==> config.mk <==
export PLATFORM = sky130hd
export DESIGN_NAME = plc_call_ctrl
export DESIGN_NICKNAME = d
export VERILOG_FILES = /design/src/common/plc_pkg.sv /design/src/design/plc_call_ctrl.sv
export SDC_FILE = /design/constraint.sdc
export NUM_CORES = 1
export LEC_CHECK = 0
export ABC_AREA = 1
export BUFFER_PORTS_ARGS = -buffer_cell sky130_fd_sc_hd__buf_2
export CELL_PAD_IN_SITES_DETAIL_PLACEMENT = 1
export CELL_PAD_IN_SITES_GLOBAL_PLACEMENT = 2
export CORE_ASPECT_RATIO = 1.75
export CORE_UTILIZATION = 35
export CTS_BUF_LIST = sky130_fd_sc_hd__clkbuf_2 sky130_fd_sc_hd__clkbuf_4 sky130_fd_sc_hd__clkbuf_8
export DETAILED_ROUTE_END_ITERATION = 12
export PLACE_DENSITY = 0.95
export SETUP_SLACK_MARGIN = 0.15
export SLEW_MARGIN = 10
export SYNTH_ARGS = -nofsm -noshare
export SYNTH_HDL_FRONTEND = slang
export SYNTH_SLANG_ARGS = --single-unit
export TNS_END_PERCENT = 50
==> constraint.sdc <==
create_clock -name clk_i -period 5.3 [get_ports clk_i]
set_input_delay 0.53 -clock clk_i [delete_from_list [all_inputs] [get_ports clk_i]]
set_output_delay 0.53 -clock clk_i [all_outputs]
set_load 0.01 [all_outputs]
==> src/common/plc_pkg.sv <==
package plc_pkg;

	// Device clock and strobe timing
	localparam int CLK_MHZ = 100;
	localparam int STROBE_US = 1300;
	localparam int STROBE_CYC = STROBE_US * CLK_MHZ;

	// Line supervision delays, as least times
	localparam int CONNECT_DELAY_US = 80000;
	localparam int DISCONNECT_DELAY_US = 1300000;
	localparam int CONNECT_STROBES = (CONNECT_DELAY_US + STROBE_US - 1) / STROBE_US;
	localparam int DISCONNECT_STROBES = (DISCONNECT_DELAY_US + STROBE_US - 1) / STROBE_US;

	// Bus geometry
	localparam int ADDR_W = 4;
	localparam int DATA_W = 32;
	localparam int CNT_W = 16;
	localparam int DIV_W = 32;

	// Register byte offsets
	localparam logic [ADDR_W-1:0] REG_CTRL = 4'h0;
	localparam logic [ADDR_W-1:0] REG_STATUS = 4'h4;
	localparam logic [ADDR_W-1:0] REG_TIMERS = 4'h8;

	// Control register fields
	localparam int CTRL_START_BIT = 0;
	localparam int CTRL_STOP_BIT = 1;
	localparam logic [1:0] CTRL_RESET = 2'h0;

	// Status register fields
	localparam int STAT_STATE_LSB = 0;
	localparam int STAT_RX_BIT = 4;
	localparam int STAT_PAPER_BIT = 5;
	localparam int STAT_TX_BIT = 6;
	localparam int STAT_SEL_BIT = 7;

	// Synchroniser lanes
	localparam int SYN_RX = 0;
	localparam int SYN_START = 1;
	localparam int SYN_STOP = 2;
	localparam int SYN_PAPER = 3;
	localparam int SYN_DIAL = 4;
	localparam int SYN_DIST = 5;
	localparam int SYN_W = 6;

	// Call supervision states
	typedef enum logic [2:0] {
		ST_IDLE,
		ST_REQUEST,
		ST_DIAL,
		ST_CONNECT,
		ST_STOPPING
	} plc_state_e;

endpackage

==> src/design/plc_call_ctrl.sv <==
`timescale 1ns/1ps
// Summary of operation
// - From idle, holding start drives the sending leg marking to request a call.
// - Go-ahead mark enters proceed-to-dial, lights dial lamp, energises dial latch relay.
// - Short receive marks never connect; any space restarts connect timing.
// - In proceed-to-dial, dial make and break go out as mark and space.
// - Receive mark held for connect delay connects at next strobe; relay, lamp, motor on.
// - While connected the distributor drives the sending leg and local selector.
// - While connected received signals reach the selector without touching sending.
// - Receive space held for disconnect delay drops connect at next strobe.
// - Sustained incoming mark from idle connects and hands the sending leg to the distributor.
// - Low paper blocks new connections; a connected call may finish.
// - Stop while connected spaces the sending leg and holds it through disconnect.
// - Leaving connect blinds the selector spacing and returns to idle.
// - Idle keeps sending leg spacing and all call outputs inactive.
module plc_call_ctrl #(
	parameter int STROBE_CYC = plc_pkg::STROBE_CYC,
	parameter int CONNECTED_LAMP_STROBES = plc_pkg::CONNECT_STROBES,
	parameter int DISC_STROBES = plc_pkg::DISCONNECT_STROBES
) (
	// Clock, reset, enable
	input wire logic clk_i,
	input wire logic rst_i,
	input wire logic ce_i,
	// Operator and machine inputs
	input wire logic start_btn_i,
	input wire logic stop_btn_i,
	input wire logic dial_make_i,
	input wire logic distributor_i,
	input wire logic low_paper_i,
	// Polar line
	input wire logic rx_leg_i,
	output logic tx_leg_o,
	// Local drivers and lamps
	output logic selector_o,
	output logic dial_lamp_o,
	output logic dial_latch_relay_o,
	output logic connected_lamp_o,
	output logic connect_relay_o,
	output logic loop_transfer_contacts_o,
	output logic motor_o,
	// Avalon-MM slave
	input wire logic [plc_pkg::ADDR_W-1:0] avs_address_i,
	input wire logic avs_read_i,
	input wire logic avs_write_i,
	input wire logic [plc_pkg::DATA_W-1:0] avs_writedata_i,
	input wire logic [3:0] avs_byteenable_i,
	output logic [plc_pkg::DATA_W-1:0] avs_readdata_o,
	output logic avs_waitrequest_o
);
	import plc_pkg::*;

	logic [SYN_W-1:0] sync1, sync2, next_sync1, next_sync2;
	logic [DIV_W-1:0] div_cnt, next_div_cnt;
	logic strobe, next_strobe;
	logic [CNT_W-1:0] connected_lamp_cnt, next_connected_lamp_cnt, disc_cnt, next_disc_cnt;
	logic connected_lamp_fire, disc_fire;
	logic rx_mark, paper_low, start_req, stop_req;
	plc_state_e state, next_state;
	logic next_tx, next_sel, next_dial, next_connected_lamp;
	logic [1:0] ctrl, next_ctrl;
	logic [DATA_W-1:0] next_rdata;
	logic next_wait;

	// Two-stage synchronisers for all external levels
	always_comb begin
		next_sync1 = sync1;
		next_sync1[SYN_RX] = rx_leg_i;
		next_sync1[SYN_START] = start_btn_i;
		next_sync1[SYN_STOP] = stop_btn_i;
		next_sync1[SYN_PAPER] = low_paper_i;
		next_sync1[SYN_DIAL] = dial_make_i;
		next_sync1[SYN_DIST] = distributor_i;
		next_sync2 = sync1;
	end

	always_ff @(posedge clk_i) begin
		if (rst_i) begin
			sync1 <= '0;
			sync2 <= '0;
		end else if (ce_i) begin
			sync1 <= next_sync1;
			sync2 <= next_sync2;
		end
	end

	// Qualified levels from the second stage only
	assign rx_mark = sync2[SYN_RX];
	assign paper_low = sync2[SYN_PAPER];
	assign start_req = sync2[SYN_START] | ctrl[CTRL_START_BIT];
	assign stop_req = sync2[SYN_STOP] | ctrl[CTRL_STOP_BIT];

	// Periodic sampling strobe
	always_comb begin
		next_strobe = 1'b0;
		if (div_cnt == DIV_W'(STROBE_CYC - 1)) begin
			next_div_cnt = '0;
			next_strobe = 1'b1;
		end else begin
			next_div_cnt = div_cnt + 1'b1;
		end
	end

	always_ff @(posedge clk_i) begin
		if (rst_i) begin
			div_cnt <= '0;
			strobe <= 1'b0;
		end else if (ce_i) begin
			div_cnt <= next_div_cnt;
			strobe <= next_strobe;
		end
	end

	// Connect and disconnect timers count strobes of a steady level
	always_comb begin
		next_connected_lamp_cnt = connected_lamp_cnt;
		next_disc_cnt = disc_cnt;
		if (!rx_mark || paper_low) begin
			next_connected_lamp_cnt = '0;
		end else if (strobe && connected_lamp_cnt != CNT_W'(CONNECTED_LAMP_STROBES)) begin
			next_connected_lamp_cnt = connected_lamp_cnt + 1'b1;
		end
		if (rx_mark) begin
			next_disc_cnt = '0;
		end else if (strobe && disc_cnt != CNT_W'(DISC_STROBES)) begin
			next_disc_cnt = disc_cnt + 1'b1;
		end
	end

	always_ff @(posedge clk_i) begin
		if (rst_i) begin
			connected_lamp_cnt <= '0;
			disc_cnt <= '0;
		end else if (ce_i) begin
			connected_lamp_cnt <= next_connected_lamp_cnt;
			disc_cnt <= next_disc_cnt;
		end
	end

	// Delay elapsed; act on the following strobe
	assign connected_lamp_fire = strobe && rx_mark && !paper_low && connected_lamp_cnt == CNT_W'(CONNECTED_LAMP_STROBES);
	assign disc_fire = strobe && !rx_mark && disc_cnt == CNT_W'(DISC_STROBES);

	// Call supervision sequencer
	always_comb begin
		next_state = state;
		unique case (state)
			ST_IDLE: begin
				if (connected_lamp_fire) begin
					next_state = ST_CONNECT;
				end else if (start_req) begin
					next_state = ST_REQUEST;
				end
			end
			ST_REQUEST: begin
				if (rx_mark) begin
					next_state = ST_DIAL;
				end else if (!start_req) begin
					next_state = ST_IDLE;
				end
			end
			ST_DIAL: begin
				if (connected_lamp_fire) begin
					next_state = ST_CONNECT;
				end else if (stop_req) begin
					next_state = ST_IDLE;
				end
			end
			ST_CONNECT: begin
				if (disc_fire) begin
					next_state = ST_IDLE;
				end else if (stop_req) begin
					next_state = ST_STOPPING;
				end
			end
			ST_STOPPING: begin
				if (disc_fire) begin
					next_state = ST_IDLE;
				end
			end
		endcase
	end

	// Line and driver levels for the coming state
	always_comb begin
		next_tx = 1'b0;
		next_sel = 1'b0;
		next_dial = 1'b0;
		next_connected_lamp = 1'b0;
		unique case (next_state)
			ST_IDLE: begin
				next_tx = 1'b0;
			end
			ST_REQUEST: begin
				next_tx = 1'b1;
			end
			ST_DIAL: begin
				next_tx = sync2[SYN_DIAL];
				next_dial = 1'b1;
			end
			ST_CONNECT: begin
				next_tx = sync2[SYN_DIST];
				next_sel = sync2[SYN_DIST] & rx_mark;
				next_connected_lamp = 1'b1;
			end
			ST_STOPPING: begin
				next_tx = 1'b0;
				next_connected_lamp = 1'b1;
			end
		endcase
	end

	always_ff @(posedge clk_i) begin
		if (rst_i) begin
			state <= ST_IDLE;
			tx_leg_o <= 1'b0;
			selector_o <= 1'b0;
			dial_lamp_o <= 1'b0;
			dial_latch_relay_o <= 1'b0;
			connected_lamp_o <= 1'b0;
			connect_relay_o <= 1'b0;
			loop_transfer_contacts_o <= 1'b0;
			motor_o <= 1'b0;
		end else if (ce_i) begin
			state <= next_state;
			tx_leg_o <= next_tx;
			selector_o <= next_sel;
			dial_lamp_o <= next_dial;
			dial_latch_relay_o <= next_dial;
			connected_lamp_o <= next_connected_lamp;
			connect_relay_o <= next_connected_lamp;
			loop_transfer_contacts_o <= next_connected_lamp;
			motor_o <= next_connected_lamp;
		end
	end

	// Bus slave: one wait cycle, then answer
	always_comb begin
		next_wait = 1'b1;
		next_rdata = avs_readdata_o;
		next_ctrl = ctrl;
		if ((avs_read_i || avs_write_i) && avs_waitrequest_o) begin
			next_wait = 1'b0;
		end
		if (avs_read_i && avs_waitrequest_o) begin
			next_rdata = '0;
			unique case (avs_address_i)
				REG_CTRL: begin
					next_rdata[1:0] = ctrl;
				end
				REG_STATUS: begin
					next_rdata[STAT_STATE_LSB +: 3] = 3'(state);
					next_rdata[STAT_RX_BIT] = rx_mark;
					next_rdata[STAT_PAPER_BIT] = paper_low;
					next_rdata[STAT_TX_BIT] = tx_leg_o;
					next_rdata[STAT_SEL_BIT] = selector_o;
				end
				REG_TIMERS: begin
					next_rdata = {disc_cnt, connected_lamp_cnt};
				end
				default: begin
					next_rdata = '0;
				end
			endcase
		end
		// Write commits at the edge that sees waitrequest low
		if (avs_write_i && !avs_waitrequest_o && avs_address_i == REG_CTRL && avs_byteenable_i[0]) begin
			next_ctrl = avs_writedata_i[1:0];
		end
	end

	always_ff @(posedge clk_i) begin
		if (rst_i) begin
			avs_waitrequest_o <= 1'b1;
			avs_readdata_o <= '0;
			ctrl <= CTRL_RESET;
		end else if (ce_i) begin
			avs_waitrequest_o <= next_wait;
			avs_readdata_o <= next_rdata;
			ctrl <= next_ctrl;
		end
	end

endmodule

======== Word level (Yosys, flattened, before mapping) ========
Index checks and enable logic that the tools add are counted.
storage, ports and cells
  RAM bits ................................ 0
  bits in read-only memories .............. 0
  logic and storage cells ................. 89
  output and inout port bits .............. 41
  memories ................................ 0
  latch bits .............................. 0
  bits of input ports ..................... 51
  register bits ........................... 119
cells by class
  reductions and logical operators ........ 28
  div/mod/pow operators ................... 0
  equality and inequality tests ........... 15
  shift operators ......................... 0
  multiply operators ...................... 0
  mux-type cells .......................... 26
  $add $sub $neg .......................... 3
  magnitude comparators ................... 0
  bitwise operators ....................... 3
operators by type and width
  cell                                                                       count
  16-bit two-way mux                                                         4
  16-bit by 1-bit adder with 16-bit output, second input constant            2
  32-bit by 1-bit adder with 32-bit output, second input constant            1
  32-bit by 17-bit == test with 1-bit output, second input constant          1
  32-bit two-way mux                                                         1
  3-bit two-way mux                                                          9
  24-bit two-way mux                                                         1
  16-bit by 10-bit == test with 1-bit output, second input constant          1
  16-bit by 6-bit == test with 1-bit output, second input constant           1
  16-bit by 10-bit inequality test with 1-bit output, second input constant  1
  16-bit by 6-bit inequality test with 1-bit output, second input constant   1
  3-bit case mux with 5 select lines                                         1
  3-bit by 2-bit == test with 1-bit output, second input constant            4
  1-bit logical AND                                                          12
  4-bit case mux with 2 select lines                                         1
  2-bit AND reduction                                                        4
  3-bit by 1-bit == test with 1-bit output, second input constant            2
  3-bit == test, second input constant                                       2
  3-bit logical NOT                                                          2
  1-bit two-way mux                                                          6
  2-bit case mux with 3 select lines                                         1
  4-bit by 3-bit == test with 1-bit output, second input constant            1
  4-bit == test, second input constant                                       1
  4-bit logical NOT                                                          1
  8 further kinds                                                            14

======== Logic depth before layout (Yosys ltp) ========
  depth in word-level cells ............... 8
  mapped depth ............................ 13

======== Worst setup path before layout ========
Ideal clock, no wire load.
  kind .................................... input port to flip-flop
  start point ............................. in ce_i
  end point ............................... reg div_cnt[29]
  arrival ................................. 1.731 ns
  setup time .............................. 0.115 ns
  setup slack ............................. 3.454 ns
  cell stages on the path ................. 11
  cell sequence ........................... buf_4 -> nand2_1 -> nor3_4 -> nand3_2 -> nor2_4 -> nand3_4 -> nor2_8 -> nand3_2 -> nand2_2 -> o21ai_1 -> o21a_1
RTL lines
  element               RTL line              RTL
  from (decl)           plc_call_ctrl.sv:24   input wire logic ce_i,
  to (signal assigned)  plc_call_ctrl.sv:109  div_cnt <= next_div_cnt;
  to (decl)             plc_call_ctrl.sv:54   logic [DIV_W-1:0] div_cnt, next_div_cnt;

======== Final worst setup path ========
  start point ............................. reg div_cnt[1]
  end point ............................... reg div_cnt[29]
between the ends
  cells in the longest elaborated chain, start to end .. 2
  elaborated cells between the ends (all ways) .. 3
  classes of those cells .................. 1 x add/sub; 1 x eq/ne; 1 x mux
ends and longest elaborated chain
  element                                                                                                        RTL line                                   RTL
  32-bit by 1-bit adder with 32-bit output / 32-bit by 17-bit == test with 1-bit output (equally long branches)  plc_call_ctrl.sv:100, plc_call_ctrl.sv:96
  32-bit two-way mux (*)                                                                                         plc_call_ctrl.sv:96                        if (div_cnt == DIV_W'(STROBE_CYC - 1)) begin
Every way passes the cells marked *; elsewhere a longest branch is shown, timed or not.
A chain may end at the register's enable or synchronous reset.

==> results.md <==
- Run status: finished, final reports clean
- GP Congestion: 0.873
- Vias in the first global route: 5498
- Reg area: 2380 um^2
- DIE AREA: 16500 um^2
- Worst-path clk slew: 70 ps
- CTS resizes: 0
- Antenna viol nets, final: 0
- Core ar.: 15500 um^2
- I/O Buffers: 58
- Most frequent cells in the layout: nand2_1, dfxtp_1, nor2_1
- Starting Density: 36.0%
- Hold Path End: next_sync2[2]
- Total Power: 2.10 mW
- CTS HTree Levels: 4
- Worst hold slack: 318 ps
- Fill count: 1992
- RSZ-0062 raised after global routing: false
- Asr flop ratio synth: 0%
- Synth top area share: 42.7%
- Cells after synthesis: 781
- Final worst slack: 2860 ps
- Final setup vio count: 0
- R2R setup slack: 2860 ps
- CTS tree: built
- VDD IR max: 0.133 mV
- Iter 0 DRT Violations: 114
- Total CTS buffers: 17
- Critical path class: flip-flop to flip-flop
- CTS max path bufs: 2
- Largest net degree at the start of global routing: 63
- Leakage: 2.61 nW
- EDFF count, synth: 0
- Via total after detailed routing: 5290
- Multi-input gate area: 2690 um^2
- Setup Buffers After CTS: 0
- Tmin final: 2440 ps
- Sw Ratio: 23.2%
- Clk sink count: 119
- Post-synthesis average cell area: 7.14 um^2
- # diodes: 0
- DRC violations left: 0
- Critical Path RT: 5630 ps
- Seq cells post-synth: 119
- Worst r2r src: div_cnt[1]
- I/O Pins: 92
- Final period util: 46.0%
- Rows: 60
- Max_slew headroom: 52.6%
- First-pass GRT wire length: 25100 um
- Net switching power: 487 uW
- Via-per-instance ratio: 5.14
- Hold WC Path Type: input pin to flip-flop
- First-pass iteration count of the detailed router: 4
- Worst slew pin tran: 708 ps
- PD cells: 324 nW/um^2
- Commonest non-fill, non-tap cell in the layout: nand2_1
- Worst Skew: 11.2 ps
- Syn_nets: 837
- DRT Wirelength: 14800 um
- Final Max Tran Viols: 0
- Unique masters post-synth: 43
- Register area share after synthesis: 42.7%
- FF-to-FF End: div_cnt[29]
- Worst EP arrival: 2770 ps
- Area growth, synth to finish: 16.1%
- Max-Cap Viols: 0
- Warnings from Yosys: 0
- Startpoint types: flip-flop
- Clk pwr share: 47.8%
- Total track usage: 18.9%
- CP Capture Type: flip-flop
- Hold buffers post-CTS: 0
- Most used DFF post-synth: dfxtp_1
- Power share of the combinational group: 7.5%
- Avg WL per Cell: 14.4 um
- Clock root cell: clkbuf_8
- Die span in x: 97.4 um
- HPWL after DPL: 11000 um
- Congestion Overflow GR: 0
- Final Hold Fails: 0
- Critical path peak fanout: 16
- Cell taking the most area after synthesis: dfxtp_1
- P_int: 1.61 mW
- Ranking of synthesized cells by area: dfxtp_1, nand2_1, nor2_1
- Pre-CTS setup slack: 2350 ps
- Post-route setup TNS: 0 ps
- Hold Startpoint: stop_btn_i
- Initial antenna violation count: 0
- Synthesized cell area: 5570 um^2
- R2R cell count: 11
- Layout cell share with drive strength beyond 1: 14.7%
- Register share of total power: 44.7%
- Die Height: 169 um
- Final net count: 888
- Peak Freq: 410 MHz
- Clk_lat worst skew: 430 ps
- WHS Path Cells: 3
[worst max-delay path: stages, from the launching register on]
cell	delay (ps)
dfxtp_1	390
ha_1	180
nand2_2	80
nor2_4	200
nand3_1	80
nor3_1	180
nand4_1	140
nand2_1	470
inv_2	280
nand2_2	140
o21ai_1	60
o21a_1	120
[power by group through the flow]
stage	sequential [mW]	clock [mW]	combinational, mW
5_1_grt	0.942	1.06	0.179
3_3_place_gp	0.959	0	0.157
6_report	0.939	1.00	0.157
4_1_cts	0.939	1.02	0.161
3_5_place_dp	0.959	0	0.159
2_1_floorplan	0.965	0	0.0995
[kinds of logic (layout without fill, tap and decap cells)]
family	Yosys count	count (layout)	synth area share [%]
compound gates	182	182	17.4
xor+xnor	7	7	1.10
fa+ha+maj	5	5	1.12
buf+inv	126	189	8.93
flops	119	119	42.7
simple gates	342	342	28.7
[state kept, by name, indices dropped and copies added, names as in the netlist, 2 cells and up]
signal	flops
avs_readdata_o	32
div_cnt	32
connected_lamp_cnt	16
disc_cnt	16
next_sync2	6
sync2	6
state	3
ctrl	2
[per-layer routing]
| metal | vias up | routed length (um) | global-route usage (%) |
|---|---|---|---|
| met1 | 2514 | 5570 | 17.5 |
| li1 | 2685 | - | - |
| met5 | - | 0 | 0 |
| met4 | 0 | 327 | 7.61 |
| met2 | 68 | 8640 | 39.7 |
| met3 | 23 | 297 | 2.89 |
[synthesized netlist by cell type (8+ instances only)]
cell      instances
nand2_1         125
dfxtp_1         119
nor2_1          109
inv_1            85
a21oi_1          76
o21ai_0          71
nand3_1          30
nor3_1           21
nand4_1          19
clkbuf_1         18
o21ai_1          11
nor4_1            9
inv_2             8
[through the flow]
stage               cell area (um^2)  utilization, %  instances
global placement                5990            38.7        999
detailed placement              5990            38.7        999
global route                    6470            41.9       1030
floorplan                       5570               -        781
finish                          6470            41.9       1030
CTS                             6470            41.9       1030
[cell type report]
class / count / share of cell area [%]
Clock buffer: 24 / 5.01
Clock inverter: 7 / 2.51
Inverter: 97 / 5.63
Multi-Input combinational cell: 536 / 41.6
Sequential cell: 119 / 36.8
Tap cell: 186 / 3.60
Timing Repair Buffer: 61 / 4.83
[worst max-delay path by stage]
stage	from	to	slack [ps]	cells after the start
after CTS	div_cnt[1]	div_cnt[29]	2780	11
after global placement	ce_i	div_cnt[29]	2370	11
after floorplan	ce_i	div_cnt[29]	3450	11
after detailed placement	ce_i	div_cnt[29]	2350	11
final	div_cnt[1]	div_cnt[29]	2860	11
after global routing	div_cnt[1]	div_cnt[29]	2590	11
No activity file was read; power rests on OpenSTA's default activity.
